==> src/logic/mct_pkg.sv <==
`default_nettype none
package mct_pkg;
    localparam int CNT_W_DEF = 16;
    localparam int PSC_W     = 16;
    localparam int NCH       = 4;
    localparam int NPAIR     = 3;
    localparam int DT_W      = 8;
    localparam int CTRL_W    = 10;
    localparam int EV_W      = 6;
    localparam int CFG_W     = 4;

    // register byte offsets
    localparam logic [7:0] A_CTRL  = 8'h00;
    localparam logic [7:0] A_PSC   = 8'h04;
    localparam logic [7:0] A_ARR   = 8'h08;
    localparam logic [7:0] A_CNT   = 8'h0c;
    localparam logic [7:0] A_STAT  = 8'h10;
    localparam logic [7:0] A_MASK  = 8'h14;
    localparam logic [7:0] A_DMAEN = 8'h18;
    localparam logic [7:0] A_CHCFG = 8'h1c;
    localparam logic [7:0] A_DT    = 8'h20;
    localparam logic [7:0] A_CCR0  = 8'h30;

    // event bit positions in status, mask and dma enable
    localparam int EV_UPD = 0;
    localparam int EV_CC0 = 1;
    localparam int EV_TRG = 5;

    // reset values
    localparam logic [CTRL_W-1:0] CTRL_RST = 10'h000;
    localparam logic [PSC_W-1:0]  PSC_RST  = 16'h0000;
    localparam logic [31:0]       ARR_RST  = 32'h0000_ffff;
    localparam logic [DT_W-1:0]   DT_RST   = 8'h00;

    typedef enum logic [1:0] {CNT_UP, CNT_DOWN, CNT_CENTER, CNT_HOLD}
        mct_cnt_mode_t;
    typedef enum logic [1:0] {SRC_INT, SRC_ENC, SRC_TRIG, SRC_NONE}
        mct_clk_src_t;
    typedef enum logic [1:0] {CH_CAPTURE, CH_TOGGLE, CH_PWM, CH_LOW}
        mct_ch_mode_t;

    typedef struct packed {
        logic          hall_en;
        logic          moe;
        logic          trig_start;
        mct_clk_src_t  clk_src;
        logic          dbg_freeze;
        logic          one_pulse;
        mct_cnt_mode_t cnt_mode;
        logic          cen;
    } mct_ctrl_t;

    typedef struct packed {
        logic         comp_en;
        logic         cap_fall;
        mct_ch_mode_t mode;
    } mct_chcfg_t;
endpackage
`default_nettype wire

==> src/logic/mct_channel.sv <==
`timescale 1ns/1ps
`default_nettype none
module mct_channel #(
    parameter int CNT_W = 16
) (
    input  wire logic                pclk,
    input  wire logic                presetn,
    input  wire mct_pkg::mct_chcfg_t cfg,
    input  wire logic                cap_in,
    input  wire logic                cap_force,
    input  wire logic [CNT_W-1:0]    cnt,
    input  wire logic                step,
    input  wire logic                wr,
    input  wire logic [CNT_W-1:0]    wdata,
    output logic      [CNT_W-1:0]    ccr_q,
    output logic                     ref_q,
    output logic                     event_q
);
    import mct_pkg::*;

    logic cap_pv_q;
    logic cap_edge;
    logic is_cap;
    logic match;

    assign cap_edge = cfg.cap_fall ? (cap_pv_q & ~cap_in)
                                   : (~cap_pv_q & cap_in);
    assign is_cap   = (cfg.mode == CH_CAPTURE);
    assign match    = step & (cnt == ccr_q);

    always_ff @(posedge pclk or negedge presetn)
    begin
        if (!presetn)
            cap_pv_q <= 1'b0;
        else
            cap_pv_q <= cap_in;
    end

    // a capture wins over a software write in the same cycle
    always_ff @(posedge pclk or negedge presetn)
    begin
        if (!presetn)
            ccr_q <= '0;
        else if (is_cap && (cap_edge || cap_force))
            ccr_q <= cnt;
        else if (wr)
            ccr_q <= wdata;
    end

    always_ff @(posedge pclk or negedge presetn)
    begin
        if (!presetn)
            event_q <= 1'b0;
        else
            event_q <= is_cap ? (cap_edge | cap_force) : match;
    end

    // cnt < ccr gives 0% at ccr=0 and 100% once ccr exceeds the reload
    always_ff @(posedge pclk or negedge presetn)
    begin
        if (!presetn)
            ref_q <= 1'b0;
        else
            case (cfg.mode)
                CH_TOGGLE: if (match) ref_q <= ~ref_q;
                CH_PWM:    ref_q <= (cnt < ccr_q);
                default:   ref_q <= 1'b0;
            endcase
    end
endmodule
`default_nettype wire

==> src/logic/mct_deadtime.sv <==
`timescale 1ns/1ps
`default_nettype none
module mct_deadtime #(
    parameter int DT_W = 8
) (
    input  wire logic            pclk,
    input  wire logic            presetn,
    input  wire logic            ref_in,
    input  wire logic [DT_W-1:0] dt,
    input  wire logic            comp_en,
    output logic                 out_p_q,
    output logic                 out_n_q
);
    logic            ref_pv_q;
    logic [DT_W-1:0] wait_q;

    // with comp_en set and dt nonzero, both legs stay low for dt+1 cycles after every reference edge
    always_ff @(posedge pclk or negedge presetn)
    begin
        if (!presetn)
        begin
            ref_pv_q <= 1'b0;
            wait_q   <= '0;
            out_p_q  <= 1'b0;
            out_n_q  <= 1'b0;
        end
        else
        begin
            ref_pv_q <= ref_in;
            if (ref_in != ref_pv_q && comp_en && dt != '0)
            begin
                wait_q  <= dt;
                out_p_q <= 1'b0;
                out_n_q <= 1'b0;
            end
            else if (wait_q != '0)
                wait_q <= wait_q - 1'b1;
            else
            begin
                out_p_q <= ref_in;
                out_n_q <= ~ref_in & comp_en;
            end
        end
    end
endmodule
`default_nettype wire

==> src/logic/mct_timer.sv <==
// Added by the designer: the address map and the APB interface to the registers.
`timescale 1ns/1ps
`default_nettype none
module mct_timer #(
    parameter bit ADVANCED = 1'b1,
    parameter int CNT_W    = mct_pkg::CNT_W_DEF
) (
    input  wire logic                       pclk,
    input  wire logic                       presetn,
    input  wire logic                       psel,
    input  wire logic                       penable,
    input  wire logic                       pwrite,
    input  wire logic [7:0]                 paddr,
    input  wire logic [31:0]                pwdata,
    output var  logic [31:0]                prdata,
    output var  logic                       pready,
    output var  logic                       pslverr,
    input  wire logic [mct_pkg::NCH-1:0]    ch_in,
    input  wire logic                       trig_in,
    input  wire logic                       dbg_halt,
    output var  logic [mct_pkg::NCH-1:0]    ch_out,
    output var  logic [mct_pkg::NPAIR-1:0]  ch_out_n,
    output var  logic                       trig_out,
    output var  logic                       irq,
    output var  logic [mct_pkg::EV_W-1:0]   dma_req
);
    import mct_pkg::*;

    if (CNT_W < 2 || CNT_W > 16)
        $error("CNT_W must lie between 2 and 16");

    function automatic logic ccr_hit(input logic [7:0] a);
        ccr_hit = (a[7:4] == A_CCR0[7:4]) && (a[1:0] == 2'b00);
    endfunction

    function automatic logic [1:0] ccr_idx(input logic [7:0] a);
        ccr_idx = a[3:2];
    endfunction

    mct_ctrl_t                     ctrl_q;
    mct_chcfg_t [NCH-1:0]          chcfg_q;
    logic [PSC_W-1:0]              psc_q;
    logic [PSC_W-1:0]              pdiv_q;
    logic [CNT_W-1:0]              arr_q;
    logic [CNT_W-1:0]              cnt_q;
    logic [CNT_W-1:0]              cnt_d;
    logic                          down_q;
    logic                          down_d;
    logic                          step_q;
    logic [EV_W-1:0]               st_q;
    logic [EV_W-1:0]               mask_q;
    logic [EV_W-1:0]               dmaen_q;
    logic [EV_W-1:0]               ev;
    logic [DT_W-1:0]               dt_q;
    logic [NCH+1:0]                s1_q;
    logic [NCH+1:0]                s2_q;
    logic [NCH+1:0]                pv_q;
    logic [NCH-1:0]                cref;
    logic [NCH-1:0]                cc_ev;
    logic [NCH-1:0][CNT_W-1:0]     ccr;
    logic [NPAIR-1:0]              pp;
    logic [NPAIR-1:0]              pn;
    logic                          upd;
    logic                          tick;
    logic                          running;
    logic                          halted;
    logic                          trg_rise;
    logic                          hall_chg;
    logic                          enc_step;
    logic                          enc_up;
    logic                          oe;
    logic                          setup;
    logic                          wr;
    logic                          hit;
    logic [31:0]                   rd;

    // pins from outside the clock domain: two flops before any use
    always_ff @(posedge pclk or negedge presetn)
    begin
        if (!presetn)
        begin
            s1_q <= '0;
            s2_q <= '0;
            pv_q <= '0;
        end
        else
        begin
            s1_q <= {dbg_halt, trig_in, ch_in};
            s2_q <= s1_q;
            pv_q <= s2_q;
        end
    end

    assign halted   = s2_q[NCH+1] & ctrl_q.dbg_freeze;
    assign running  = ctrl_q.cen & ~halted;
    assign trg_rise = s2_q[NCH] & ~pv_q[NCH];
    assign hall_chg = ctrl_q.hall_en & ((^s2_q[2:0]) != (^pv_q[2:0]));
    assign enc_step = (s2_q[0] ^ pv_q[0]) | (s2_q[1] ^ pv_q[1]);
    assign enc_up   = s2_q[0] ^ pv_q[1];
    assign setup    = psel & ~penable;
    assign wr       = psel & penable & pready & pwrite;

    always_comb
    begin
        case (ctrl_q.clk_src)
            SRC_INT:  tick = (pdiv_q == psc_q);
            SRC_ENC:  tick = enc_step;
            SRC_TRIG: tick = trg_rise;
            default:  tick = 1'b0;
        endcase
    end

    always_ff @(posedge pclk or negedge presetn)
    begin
        if (!presetn)
            pdiv_q <= '0;
        else if (!running || pdiv_q == psc_q)
            pdiv_q <= '0;
        else
            pdiv_q <= pdiv_q + 1'b1;
    end

    always_comb
    begin
        cnt_d  = cnt_q;
        down_d = down_q;
        upd    = 1'b0;
        if (running && tick)
        begin
            if (ctrl_q.clk_src == SRC_ENC)
            begin
                if (enc_up)
                begin
                    upd   = (cnt_q == arr_q);
                    cnt_d = upd ? '0 : cnt_q + 1'b1;
                end
                else
                begin
                    upd   = (cnt_q == '0);
                    cnt_d = upd ? arr_q : cnt_q - 1'b1;
                end
            end
            else
                case (ctrl_q.cnt_mode)
                    CNT_UP:
                    begin
                        upd   = (cnt_q >= arr_q);
                        cnt_d = upd ? '0 : cnt_q + 1'b1;
                    end
                    CNT_DOWN:
                    begin
                        upd   = (cnt_q == '0);
                        cnt_d = upd ? arr_q : cnt_q - 1'b1;
                    end
                    CNT_CENTER:
                    begin
                        if (!down_q && cnt_q >= arr_q)
                        begin
                            upd    = 1'b1;
                            down_d = 1'b1;
                            cnt_d  = (cnt_q == '0) ? '0 : cnt_q - 1'b1;
                        end
                        else if (down_q && cnt_q == '0)
                        begin
                            upd    = 1'b1;
                            down_d = 1'b0;
                            cnt_d  = (arr_q == '0) ? '0 : cnt_q + 1'b1;
                        end
                        else
                            cnt_d = down_q ? cnt_q - 1'b1
                                           : cnt_q + 1'b1;
                    end
                    default: cnt_d = cnt_q;
                endcase
        end
    end

    always_ff @(posedge pclk or negedge presetn)
    begin
        if (!presetn)
        begin
            cnt_q  <= '0;
            down_q <= 1'b0;
            step_q <= 1'b0;
        end
        else
        begin
            cnt_q  <= (wr && paddr == A_CNT) ? pwdata[CNT_W-1:0] : cnt_d;
            down_q <= down_d;
            step_q <= running & tick;
        end
    end

    // hardware clears cen at the next update event in one-pulse mode
    always_ff @(posedge pclk or negedge presetn)
    begin
        if (!presetn)
            ctrl_q <= mct_ctrl_t'(CTRL_RST);
        else if (wr && paddr == A_CTRL)
            ctrl_q <= mct_ctrl_t'(pwdata[CTRL_W-1:0]);
        else if (upd && ctrl_q.one_pulse)
            ctrl_q.cen <= 1'b0;
        else if (ctrl_q.trig_start && trg_rise)
            ctrl_q.cen <= 1'b1;
    end

    always_ff @(posedge pclk or negedge presetn)
    begin
        if (!presetn)
        begin
            psc_q   <= PSC_RST;
            arr_q   <= ARR_RST[CNT_W-1:0];
            mask_q  <= '0;
            dmaen_q <= '0;
            chcfg_q <= '0;
            dt_q    <= DT_RST;
        end
        else if (wr)
            case (paddr)
                A_PSC:   psc_q   <= pwdata[PSC_W-1:0];
                A_ARR:   arr_q   <= pwdata[CNT_W-1:0];
                A_MASK:  mask_q  <= pwdata[EV_W-1:0];
                A_DMAEN: dmaen_q <= pwdata[EV_W-1:0];
                A_CHCFG: chcfg_q <= pwdata[NCH*CFG_W-1:0];
                A_DT:    dt_q    <= pwdata[DT_W-1:0];
                default: dt_q    <= dt_q;
            endcase
    end

    for (genvar i = 0; i < NCH; i++)
    begin : g_ch
        mct_channel #(.CNT_W(CNT_W)) u_ch (
            .pclk      (pclk),
            .presetn   (presetn),
            .cfg       (chcfg_q[i]),
            .cap_in    (s2_q[i]),
            .cap_force ((i == 0) && hall_chg),
            .cnt       (cnt_q),
            .step      (step_q),
            .wr        (wr && ccr_hit(paddr) && ccr_idx(paddr) == i),
            .wdata     (pwdata[CNT_W-1:0]),
            .ccr_q     (ccr[i]),
            .ref_q     (cref[i]),
            .event_q   (cc_ev[i])
        );
    end

    for (genvar i = 0; i < NPAIR; i++)
    begin : g_dt
        mct_deadtime #(.DT_W(DT_W)) u_dt (
            .pclk      (pclk),
            .presetn   (presetn),
            .ref_in    (cref[i]),
            .dt        (dt_q),
            .comp_en   (ADVANCED && chcfg_q[i].comp_en),
            .out_p_q   (pp[i]),
            .out_n_q   (pn[i])
        );
    end

    // a frozen advanced timer drops every leg to switch the drivers off
    assign oe = ADVANCED ? (ctrl_q.moe & ~halted) : 1'b1;

    always_ff @(posedge pclk or negedge presetn)
    begin
        if (!presetn)
        begin
            ch_out   <= '0;
            ch_out_n <= '0;
        end
        else
        begin
            ch_out   <= oe ? {cref[NCH-1], pp} : '0;
            ch_out_n <= oe ? pn : '0;
        end
    end

    assign ev = {trg_rise | hall_chg, cc_ev, upd};

    // a new event in the clearing cycle stays set
    always_ff @(posedge pclk or negedge presetn)
    begin
        if (!presetn)
            st_q <= '0;
        else if (wr && paddr == A_STAT)
            st_q <= (st_q & ~pwdata[EV_W-1:0]) | ev;
        else
            st_q <= st_q | ev;
    end

    always_ff @(posedge pclk or negedge presetn)
    begin
        if (!presetn)
        begin
            irq      <= 1'b0;
            dma_req  <= '0;
            trig_out <= 1'b0;
        end
        else
        begin
            irq      <= |(st_q & mask_q);
            dma_req  <= ev & dmaen_q;
            trig_out <= upd;
        end
    end

    always_comb
    begin
        rd  = '0;
        hit = 1'b1;
        case (paddr)
            A_CTRL:  rd[CTRL_W-1:0]    = ctrl_q;
            A_PSC:   rd[PSC_W-1:0]     = psc_q;
            A_ARR:   rd[CNT_W-1:0]     = arr_q;
            A_CNT:   rd[CNT_W-1:0]     = cnt_q;
            A_STAT:  rd[EV_W-1:0]      = st_q;
            A_MASK:  rd[EV_W-1:0]      = mask_q;
            A_DMAEN: rd[EV_W-1:0]      = dmaen_q;
            A_CHCFG: rd[NCH*CFG_W-1:0] = chcfg_q;
            A_DT:    rd[DT_W-1:0]      = dt_q;
            default:
            begin
                if (ccr_hit(paddr))
                    rd[CNT_W-1:0] = ccr[ccr_idx(paddr)];
                else
                    hit = 1'b0;
            end
        endcase
    end

    // zero wait states: pready rises for the first access cycle
    always_ff @(posedge pclk or negedge presetn)
    begin
        if (!presetn)
        begin
            pready  <= 1'b0;
            pslverr <= 1'b0;
            prdata  <= '0;
        end
        else
        begin
            pready  <= setup;
            pslverr <= setup & ~hit;
            if (setup && !pwrite)
                prdata <= rd;
        end
    end
endmodule
`default_nettype wire

==> config.mk <==
export PLATFORM = sky130hd
export DESIGN_NAME = mct_timer
export DESIGN_NICKNAME = d
export VERILOG_FILES = /design/src/logic/mct_pkg.sv /design/src/logic/mct_channel.sv /design/src/logic/mct_deadtime.sv /design/src/logic/mct_timer.sv
export SDC_FILE = /design/constraint.sdc
export NUM_CORES = 1
export LEC_CHECK = 0
export ABC_AREA = 1
export BUFFER_PORTS_ARGS = -buffer_cell sky130_fd_sc_hd__buf_2
export CORE_ASPECT_RATIO = 1.1
export CORE_MARGIN = 4
export CORE_UTILIZATION = 45
export CTS_CLUSTER_DIAMETER = 60
export DETAILED_ROUTE_END_ITERATION = 8
export HOLD_SLACK_MARGIN = 0.12
export SYNTH_ARGS = -nofsm -noshare
export SYNTH_HDL_FRONTEND = slang
export SYNTH_SLANG_ARGS = --single-unit
==> constraint.sdc <==
create_clock -name pclk -period 4.15 [get_ports pclk]
set_input_delay 0.83 -clock pclk [delete_from_list [all_inputs] [get_ports pclk]]
set_output_delay 0.83 -clock pclk [all_outputs]
set_load 0.01 [all_outputs]
==> metrics.txt, run 1 <==
# TYPE chip_impl_metric gauge
chip_impl_metric{name="chipHeight",unit="um"} 214.2
chip_impl_metric{name="power.ir.vdd_worst",unit="V"} 0.0005283
chip_impl_metric{name="io_buffer_count",unit=""} 67
chip_impl_metric{name="max_buffers_root_to_sink",unit=""} 3
chip_impl_metric{name="relSlewSlack",unit="%"} 44.44
chip_impl_info{name="start_kind",value="flip-flop"} 1
chip_impl_metric{name="cts-resized-gates",unit=""} 0
chip_impl_info{name="critical_path.top_delay_family",value="simple AND/OR/NAND/NOR gates"} 1
chip_impl_metric{name="gr-total-overflow",unit=""} 0
chip_impl_metric{name="min_period_over_period",unit="%"} 76.77
chip_impl_metric{name="crit_required",unit="ns"} 4.61
chip_impl_metric{name="synth-edff-count",unit=""} 0
chip_impl_metric{name="die_width",unit="um"} 195.4
chip_impl_metric{name="setup-violations-final",unit=""} 0
chip_impl_metric{name="power.static_leakage",unit="nW"} 9.401
chip_impl_metric{name="hold_viol_final",unit=""} 0
chip_impl_metric{name="rows",unit=""} 75
chip_impl_metric{name="first_global_vias",unit=""} 16090
chip_impl_info{name="crit_slowest_cell",value="dfrtp_1"} 1
chip_impl_metric{name="drt-initial-drc-count",unit=""} 1551
chip_impl_metric{name="cts_htree_levels",unit=""} 2
chip_impl_info{name="rsz_0062_raised_after_global_routing",value="no"} 1
chip_impl_metric{name="timing_max_transition_violations_final",unit=""} 0
chip_impl_metric{name="setup-tns-final",unit="ns"} 0
chip_impl_metric{name="postSynthRegisterBits",unit=""} 273
chip_impl_metric{name="gp_congestion",unit=""} 0.9670
chip_impl_info{name="netlist_top_cells_area",value="dfrtp_1 37%, nand2_1 12%, ha_1 7.8%, inv_1 5.9%, o21ai_0 5.2%"} 1
chip_impl_metric{name="worst_ep_arrival_time",unit="ns"} 3.64
chip_impl_metric{name="power_per_cell_area",unit="nW/um^2"} 416.3
chip_impl_metric{name="die_area",unit="sq um"} 41860
chip_impl_info{name="timing.rr.end",value="cnt_q[3]$_DFFE_PN0P_"} 1
chip_impl_metric{name="crit_path_max_fanout",unit=""} 34
chip_impl_metric{name="async_reset_ff_share",unit="%"} 100.0
chip_impl_metric{name="yosys.cell_types.count",unit=""} 56
chip_impl_info{name="hold_path_class",value="in2async"} 1
chip_impl_metric{name="worst-slew-pin-transition",unit="ns"} 0.8302
chip_impl_metric{name="timing.fmax",unit="GHz"} 0.3139
chip_impl_metric{name="critical_path.max_stage_delay",unit="ns"} 0.77
chip_impl_info{name="crit-reg2reg-launch",value="cnt_q[1]$_DFFE_PN0P_"} 1
chip_impl_info{name="crit_path_frequent_cell",value="nand2_1"} 1
chip_impl_metric{name="start_util",unit="%"} 45.54
chip_impl_metric{name="worst-path-buf-inv",unit=""} 2
chip_impl_metric{name="nets",unit=""} 2505
chip_impl_info{name="criticalPathCategory",value="reg2reg"} 1
chip_impl_metric{name="min_period",unit="ns"} 3.186
chip_impl_metric{name="drc_errors",unit=""} 0
chip_impl_metric{name="yosys_warnings",unit=""} 0
chip_impl_metric{name="post_synth_instance_area",unit="sq um"} 17390
chip_impl_info{name="timing.critical_path.cells",value="inv_1 > ha_1 > nand3_4 > nor2_4 > nand2_4 > clkinv_2 > nand2_2 > o211ai_1 > nand2_1 > nand3_1 > nand2_1 > nand2_1 > nand3_1 > nand2_1 > nand2_1"} 1
chip_impl_metric{name="clkLatencyLatePin",unit="ns"} 0.53
chip_impl_metric{name="worst_clock_skew",unit="ns"} 0.02523
chip_impl_info{name="status",value="completed"} 1
chip_impl_metric{name="core_area",unit="sq um"} 38190
chip_impl_metric{name="cts.clk_slew.worst_paths",unit="ns"} 0.06
chip_impl_metric{name="place.detailed.hpwl",unit="um"} 45420
chip_impl_info{name="tritoncts_clock_tree",value="done"} 1
chip_impl_metric{name="total_power",unit="mW"} 8.099
chip_impl_metric{name="insertedDiodeCount",unit=""} 0
chip_impl_metric{name="grt_start_max_net_pins",unit=""} 95
chip_impl_metric{name="cts-hold-fix-buffers",unit=""} 0
chip_impl_info{name="synthDominantAreaCellType",value="dfrtp_1"} 1
chip_impl_metric{name="maxCapViolations",unit=""} 0
chip_impl_metric{name="dpl.cell_count",unit=""} 2807
chip_impl_metric{name="rrSetupSlack",unit="ns"} 0.96
chip_impl_metric{name="rr_worst_depth",unit=""} 15
chip_impl_metric{name="grt_antenna_before_repair",unit=""} 0
chip_impl_info{name="synth_ff_type",value="dfrtp_1"} 1
chip_impl_info{name="clockRootBuffer",value="clkbuf_16"} 1
chip_impl_metric{name="grt_use_total",unit="%"} 28.73
chip_impl_metric{name="drtAntennaViolNets",unit=""} 0
chip_impl_metric{name="layout-drive-gt1-share",unit="%"} 10.24
chip_impl_metric{name="top_level_ports",unit=""} 100
chip_impl_metric{name="wire_length_per_cell",unit="um"} 21.42
chip_impl_metric{name="final.hold.worst_slack",unit="ns"} 0.3087
chip_impl_metric{name="wirelength",unit="um"} 61510
chip_impl_metric{name="drt-pass1-iter-count",unit=""} 6
chip_impl_metric{name="cts_made_buffers",unit=""} 36
chip_impl_metric{name="numClockSinks",unit=""} 273
chip_impl_metric{name="grt_first_pass_wirelength",unit="um"} 94510
chip_impl_metric{name="drt-vias-per-instance",unit=""} 5.833
chip_impl_metric{name="synthDominantCellAreaShare",unit="%"} 36.98
chip_impl_metric{name="num_vias",unit=""} 16750
chip_impl_metric{name="cts_setup_buffers",unit=""} 0
chip_impl_metric{name="share_of_the_yosys_chip_area_belonging_to_registers",unit="%"} 39.40
chip_impl_metric{name="syn-instance-count",unit=""} 2283
chip_impl_metric{name="final-instance-count-excl-fill",unit=""} 2872
chip_impl_info{name="end_kind",value="flip-flop"} 1
chip_impl_metric{name="area_growth",unit="%"} 11.86
chip_impl_metric{name="synthesis.area_per_instance",unit="sq um"} 7.618
==> cells in the mapped netlist (7+ instances only) <==
library cell and instances:
buf_4 26, inv_2 17, o211ai_1 64, nor2_1 156, nand3_1 129, clkbuf_1 41
nor4_1 7, buf_2 29, ha_1 109, dfrtp_1 257, a21oi_1 79, o21ai_0 179
xnor2_1 14, o221ai_1 23, nand4_1 31, o21ai_1 42, inv_1 275, dfstp_2 16
nor2_2 15, o2111ai_1 7, nor3_1 22, o22ai_1 60, xor2_1 33, a221oi_1 15
nand2_1 561
==> worst reg2reg max path, stage by stage (launching register included) <==
cell      delay [ns]
dfrtp_1         0.77
inv_1           0.20
ha_1            0.28
nand3_4         0.17
nor2_4          0.08
nand2_4         0.33
clkinv_2        0.26
nand2_2         0.35
o211ai_1        0.15
nand2_1         0.10
nand3_1         0.10
nand2_1         0.08
nand2_1         0.05
nand3_1         0.09
nand2_1         0.06
nand2_1         0.05
==> power by group <==
| group | internal, mW | switching [mW] | total, mW |
|---|---|---|---|
| logic | 0.623 | 1.45 | 2.07 |
| clock network | 1.96 | 1.23 | 3.18 |
| registers | 2.77 | 0.0771 | 2.85 |
| total | 5.35 | 2.75 | 8.10 |
==> cells by family after synthesis <==
logic type      count (synthesis)  synth area share, %
flops                         273                39.40
compound gates                501                17.37
buf+inv                       401                9.647
xor+xnor                       47                2.367
other cells                     1              0.02156
mux                             1              0.05756
simple gates                  950                23.30
fa+ha+maj                     109                7.842
==> final cells by class <==
class,instances,area (sq um)
fillers,3727,18740
multi-input cells,1624,8922
flip-flops and latches,273,6852
inverters,297,1116
clock buffers,53,1056
repair buffers,113,728.2
well taps,500,625.6
clock inverters,12,153.9
==> how the worst max path moves through the flow <==
stage                                    start                            endpoint  slack [ns]  cells after the start
after detailed placement  cnt_q[1]$_DFFE_PN0P_                cnt_q[3]$_DFFE_PN0P_        1.06                     15
after global placement    cnt_q[1]$_DFFE_PN0P_                cnt_q[3]$_DFFE_PN0P_        1.12                     15
final                     cnt_q[1]$_DFFE_PN0P_                cnt_q[3]$_DFFE_PN0P_        0.96                     15
after CTS                 cnt_q[1]$_DFFE_PN0P_                cnt_q[3]$_DFFE_PN0P_        1.04                     15
after global routing      cnt_q[1]$_DFFE_PN0P_                cnt_q[3]$_DFFE_PN0P_        0.79                     15
after floorplan                       paddr[1]  g_ch[0].u_ch.ccr_q[15]$_DFFE_PN0P_        1.90                     11
==> state kept, by name, summed over array words and instances, names as in the netlist, 10 cells and up <==
| register | flops |
|---|---|
| g_ch.u_ch.ccr_q | 64 |
| g_dt.u_dt.wait_q | 24 |
| arr_q | 16 |
| chcfg_q | 16 |
| cnt_q | 16 |
| pdiv_q | 16 |
| prdata | 16 |
| psc_q | 16 |
| ctrl_q | 10 |
==> layer usage <==
layer	share of wire (%)	GRT usage [%]
met5	0	0
met4	6.2	15.32
met3	7.9	4.321
met2	45	45.38
met1	41	38.14
==> placed cells by master, fill, tap and decap left out, types with 17 or more instances in the layout <==
master,Yosys,routed
dfrtp_1,257,257
inv_2,17,17
nor2_1,156,156
buf_4,26,43
nand3_1,129,129
nand4_1,31,31
o211ai_1,64,64
xor2_1,33,33
o21ai_1,42,41
nor3_1,22,22
clkbuf_16,0,37
buf_2,29,66
nand2_1,561,561
inv_1,275,275
a21oi_1,79,79
ha_1,109,109
o221ai_1,23,23
o21ai_0,179,179
o22ai_1,60,60
==> stage by stage <==
| stage | util (%) | worst slack, ns | area (sq um) |
|---|---|---|---|
| after floorplan | - | 1.898 | 17450 |
| after global placement | 47.77 | 1.118 | 18240 |
| after detailed placement | 47.77 | 1.064 | 18240 |
| after CTS | 50.94 | 1.037 | 19450 |
| after global routing | 50.94 | 0.7885 | 19450 |
| final | 50.94 | 0.9643 | 19450 |
No activity file was read; power rests on OpenSTA's default activity.
==> run 2, diff against run 1 <==
Settings changed: ABC_AREA 1 to 0.
Clock period 4.15 ns to 2.6 ns, I/O delays scaled along.
==> run 2 against run 1 <==
Compared with the run above: the flow now finishes with violations (setup timing); highest routed layer is now met5; critical path depth is 1 lower; hold slack worse by 0.047 ns; cell area is 11% higher.
==> metrics.txt, run 2 <==
# TYPE chip_impl_metric gauge
chip_impl_info{name="status",value="finished, violations left"} 1
chip_impl_info{name="failed_checks",value="setup timing"} 1
chip_impl_metric{name="share_clk_of_total_power",unit="%"} 32.9
chip_impl_metric{name="fillCellCount",unit=""} 3309
chip_impl_metric{name="synthDominantCellAreaShare",unit="%"} 37.41
chip_impl_metric{name="critical_path.max_stage_delay",unit="ns"} 0.35
chip_impl_metric{name="drc_errors",unit=""} 0
chip_impl_metric{name="chipHeight",unit="um"} 213.0
chip_impl_info{name="final_cell_mix",value="253 x dfrtp_1, 209 x buf_4, 174 x nor2_1"} 1
chip_impl_metric{name="total_power",unit="mW"} 15.16
chip_impl_metric{name="share_of_the_yosys_chip_area_belonging_to_registers",unit="%"} 39.85
chip_impl_metric{name="die_area",unit="sq um"} 41400
chip_impl_metric{name="postSynthRegisterBits",unit=""} 273
chip_impl_metric{name="yosys.cell_types.count",unit=""} 79
chip_impl_metric{name="synthesis.area_per_instance",unit="sq um"} 9.364
chip_impl_metric{name="power.switching_fraction",unit="%"} 34.82
chip_impl_metric{name="wire_length_per_cell",unit="um"} 24.37
chip_impl_metric{name="hold_viol_final",unit=""} 0
chip_impl_metric{name="core_area",unit="sq um"} 37410
chip_impl_metric{name="nets",unit=""} 2247
chip_impl_metric{name="dpl.cell_count",unit=""} 2511
chip_impl_metric{name="min_period",unit="ns"} 2.775
chip_impl_metric{name="power.static_leakage",unit="nW"} 10.26
chip_impl_metric{name="layout-drive-gt1-share",unit="%"} 27.15
chip_impl_metric{name="async_reset_ff_share",unit="%"} 100.0
chip_impl_info{name="crit_path_frequent_cell",value="buf_4"} 1
chip_impl_metric{name="post_synth_instance_area",unit="sq um"} 17190
chip_impl_metric{name="worst-slew-pin-transition",unit="ns"} 1.149
chip_impl_info{name="top_cells_by_instance_count_after_synthesis",value="257 x dfrtp_1, 178 x nor2_1, 170 x a21oi_1, 125 x inv_1, 116 x nand2_1"} 1
chip_impl_metric{name="setup-tns-final",unit="ns"} -1.621
chip_impl_info{name="largest_register",value="g_ch.u_ch.ccr_q"} 1
chip_impl_metric{name="gr-total-overflow",unit=""} 0
chip_impl_metric{name="largest_register_ff_count",unit=""} 64
chip_impl_metric{name="start_util",unit="%"} 45.96
chip_impl_metric{name="max_buffers_root_to_sink",unit=""} 3
chip_impl_info{name="crit_slowest_cell",value="dfrtp_1"} 1
chip_impl_metric{name="numClockSinks",unit=""} 273
chip_impl_metric{name="sequential_group_share_of_total_power",unit="%"} 29.9
chip_impl_info{name="most_common_cell_after_layout_fill_and_taps_aside",value="dfrtp_1"} 1
chip_impl_info{name="clockRootBuffer",value="clkbuf_16"} 1
chip_impl_metric{name="finalInstanceArea",unit="sq um"} 21520
chip_impl_metric{name="grt_antenna_before_repair",unit=""} 3
chip_impl_metric{name="multi_input_area",unit="sq um"} 9902
chip_impl_metric{name="num_vias",unit=""} 15360
chip_impl_metric{name="first_global_vias",unit=""} 15050
chip_impl_metric{name="grt_use_total",unit="%"} 30.16
chip_impl_metric{name="timing_max_transition_violations_final",unit=""} 0
chip_impl_info{name="rsz_0062_raised_after_global_routing",value="yes"} 1
chip_impl_metric{name="min_period_over_period",unit="%"} 106.7
chip_impl_metric{name="worst_clock_skew",unit="ns"} 0.02658
chip_impl_metric{name="place.detailed.hpwl",unit="um"} 46430
chip_impl_metric{name="rows",unit=""} 74
chip_impl_metric{name="cts.clk_slew.worst_paths",unit="ns"} 0.06
chip_impl_metric{name="crit_required",unit="ns"} 3.00
chip_impl_info{name="synthDominantAreaCellType",value="dfrtp_1"} 1
chip_impl_metric{name="drt-pass1-iter-count",unit=""} 5
chip_impl_metric{name="final-instance-count-excl-fill",unit=""} 2608
chip_impl_metric{name="setup-violations-final",unit=""} 20
chip_impl_metric{name="grt_start_max_net_pins",unit=""} 62
chip_impl_metric{name="cts_htree_levels",unit=""} 2
chip_impl_metric{name="die_width",unit="um"} 194.4
chip_impl_metric{name="worst-path-buf-inv",unit=""} 5
chip_impl_metric{name="syn-instance-count",unit=""} 1836
chip_impl_metric{name="synth-edff-count",unit=""} 0
chip_impl_info{name="criticalPathCategory",value="reg2reg"} 1
chip_impl_metric{name="io_buffer_count",unit=""} 67
chip_impl_metric{name="power.net_switching",unit="mW"} 5.278
chip_impl_metric{name="crit_path_max_fanout",unit=""} 4
chip_impl_metric{name="top_level_ports",unit=""} 100
chip_impl_info{name="synth_ff_type",value="dfrtp_1"} 1
chip_impl_info{name="netlist_top_cells_area",value="dfrtp_1 37%, ha_1 7.9%, a21oi_1 4.9%, mux2_2 4.7%, mux2i_1 4.0%"} 1
chip_impl_metric{name="intPower",unit="mW"} 9.880
chip_impl_metric{name="yosys_warnings",unit=""} 0
chip_impl_info{name="end_kind",value="flip-flop"} 1
chip_impl_info{name="largest_registers",value="g_ch.u_ch.ccr_q: 64 flops, g_dt.u_dt.wait_q: 24 flops"} 1
chip_impl_metric{name="utilization",unit="%"} 57.53
chip_impl_metric{name="final_critical_path_setup_slack",unit="ns"} -0.1748
chip_impl_metric{name="power.ir.vdd_worst",unit="V"} 0.0004954
chip_impl_metric{name="grt_first_pass_wirelength",unit="um"} 95640
chip_impl_metric{name="wirelength",unit="um"} 63560
chip_impl_metric{name="drtAntennaViolNets",unit=""} 0
chip_impl_metric{name="insertedDiodeCount",unit=""} 0
chip_impl_info{name="start_kind",value="flip-flop"} 1
chip_impl_info{name="hold_path_class",value="in2reg"} 1
chip_impl_info{name="timing.critical_path.cells",value="buf_4 > inv_2 > ha_2 > nor2b_4 > nand4_1 > nor2_1 > buf_4 > buf_4 > nand2_1 > o31a_1 > buf_6 > o221ai_2 > o2111ai_2 > a31o_2"} 1
chip_impl_info{name="critical_path.top_delay_family",value="compound AO/OA/AOI/OAI gates"} 1
chip_impl_metric{name="drt-initial-drc-count",unit=""} 1415
chip_impl_info{name="synthMostInstantiatedCell",value="dfrtp_1"} 1
chip_impl_metric{name="cts_made_buffers",unit=""} 36
chip_impl_metric{name="area_used_by_sequential_logic_in_the_layout",unit="sq um"} 6857
chip_impl_metric{name="timing.fmax",unit="GHz"} 0.3604
chip_impl_info{name="tritoncts_clock_tree",value="done"} 1
chip_impl_metric{name="power_per_cell_area",unit="nW/um^2"} 704.4
chip_impl_metric{name="drt-vias-per-instance",unit=""} 5.890
chip_impl_metric{name="gp_congestion",unit=""} 1.017
chip_impl_metric{name="worst_ep_arrival_time",unit="ns"} 3.18
chip_impl_metric{name="relSlewSlack",unit="%"} 23.42
chip_impl_metric{name="placed_cell_area",unit="sq um"} 19510
chip_impl_metric{name="clkLatencyLatePin",unit="ns"} 0.54
chip_impl_metric{name="area_growth",unit="%"} 25.17
chip_impl_metric{name="comb_power_share",unit="%"} 37.2
chip_impl_metric{name="maxCapViolations",unit=""} 0
-- run 2: power by group through the flow --
| stage | clock (mW) | combinational, mW | sequential, mW |
|---|---|---|---|
| 2_1_floorplan | 0 | 2.22 | 4.61 |
| 3_3_place_gp | 0 | 4.61 | 4.60 |
| 3_5_place_dp | 0 | 4.61 | 4.60 |
| 4_1_cts | 5.08 | 5.14 | 4.53 |
| 5_1_grt | 5.25 | 5.97 | 4.54 |
| 6_report | 4.99 | 5.64 | 4.53 |
-- run 2: cell type report --
type	instances	share of cell area [%]
Timing Repair Buffer	316	11.49
Multi-Input combinational cell	1335	46.01
Tap cell	494	2.872
Sequential cell	273	31.86
Inverter	125	2.180
Clock inverter	14	0.5640
Clock buffer	51	5.017
-- run 2: worst paths after layout --
kind,startpoint,to,slack (ns),cells after the start
max,cnt_q[1]$_DFFE_PN0P_,cnt_q[15]$_DFFE_PN0P_,-0.17,14
min,psel,pready$_DFF_PN0_,0.26,3
max reg2reg,cnt_q[1]$_DFFE_PN0P_,cnt_q[15]$_DFFE_PN0P_,-0.17,14
min reg2reg,s1_q[2]$_DFF_PN0_,s2_q[2]$_DFF_PN0_,0.35,0
max in group asynchronous,presetn,arr_q[10]$_DFFE_PN1P_,1.20,3
min in group asynchronous,presetn,g_dt[1].u_dt.wait_q[2]$_DFFE_PN0P_,0.53,2
-- run 2: through the flow --
| stage | hold WS, ns | setup slack (ns) |
|---|---|---|
| after detailed placement | 0.3355 | -0.3549 |
| after global placement | 0.3327 | -0.3198 |
| after global routing | 0.2794 | -0.2717 |
| after floorplan | 0.2244 | 0.004067 |
| final | 0.2615 | -0.1748 |
| after CTS | 0.2489 | -0.06987 |
-- run 2: metal layers --
metal | up-vias | global-route usage [%] | wire (um) | share of wire [%]
li1 | 7027 | - | - | -
met3 | 161 | 4.955 | 4626 | 7.3
met1 | 7570 | 40.50 | 26620 | 42
met2 | 600 | 49.11 | 29090 | 46
met5 | - | 0 | 13 | 0.020
met4 | 2 | 12.46 | 3209 | 5.0
-- run 2: cell families after synthesis --
family | after synthesis | share of synthesized area [%]
AND/OR/NAND/NOR | 533 | 15.32
AO/OA/AOI/OAI | 440 | 15.74
flip-flops | 273 | 39.85
buffers and inverters | 244 | 5.815
multiplexers | 162 | 11.55
adder cells (fa/ha/maj) | 109 | 7.932
XOR/XNOR | 74 | 3.770
other | 1 | 0.02181
-- run 2: tightest hold or removal path, delay by kind of cell --
kind	cells	cell delay, ns
simple gates	1	0.09
buf+inv	2	0.15
-- run 2: what timing repair did --
action                                  in CTS  in global routing
endpoints found under the setup margin      21                 23
hold buffers                                 7                  0
pin swaps                                   50                 35
buffers inserted                            15                 12
hold endpoints to repair                    60                  0
resized for setup                           82                 41
gates cloned                                 1                  0
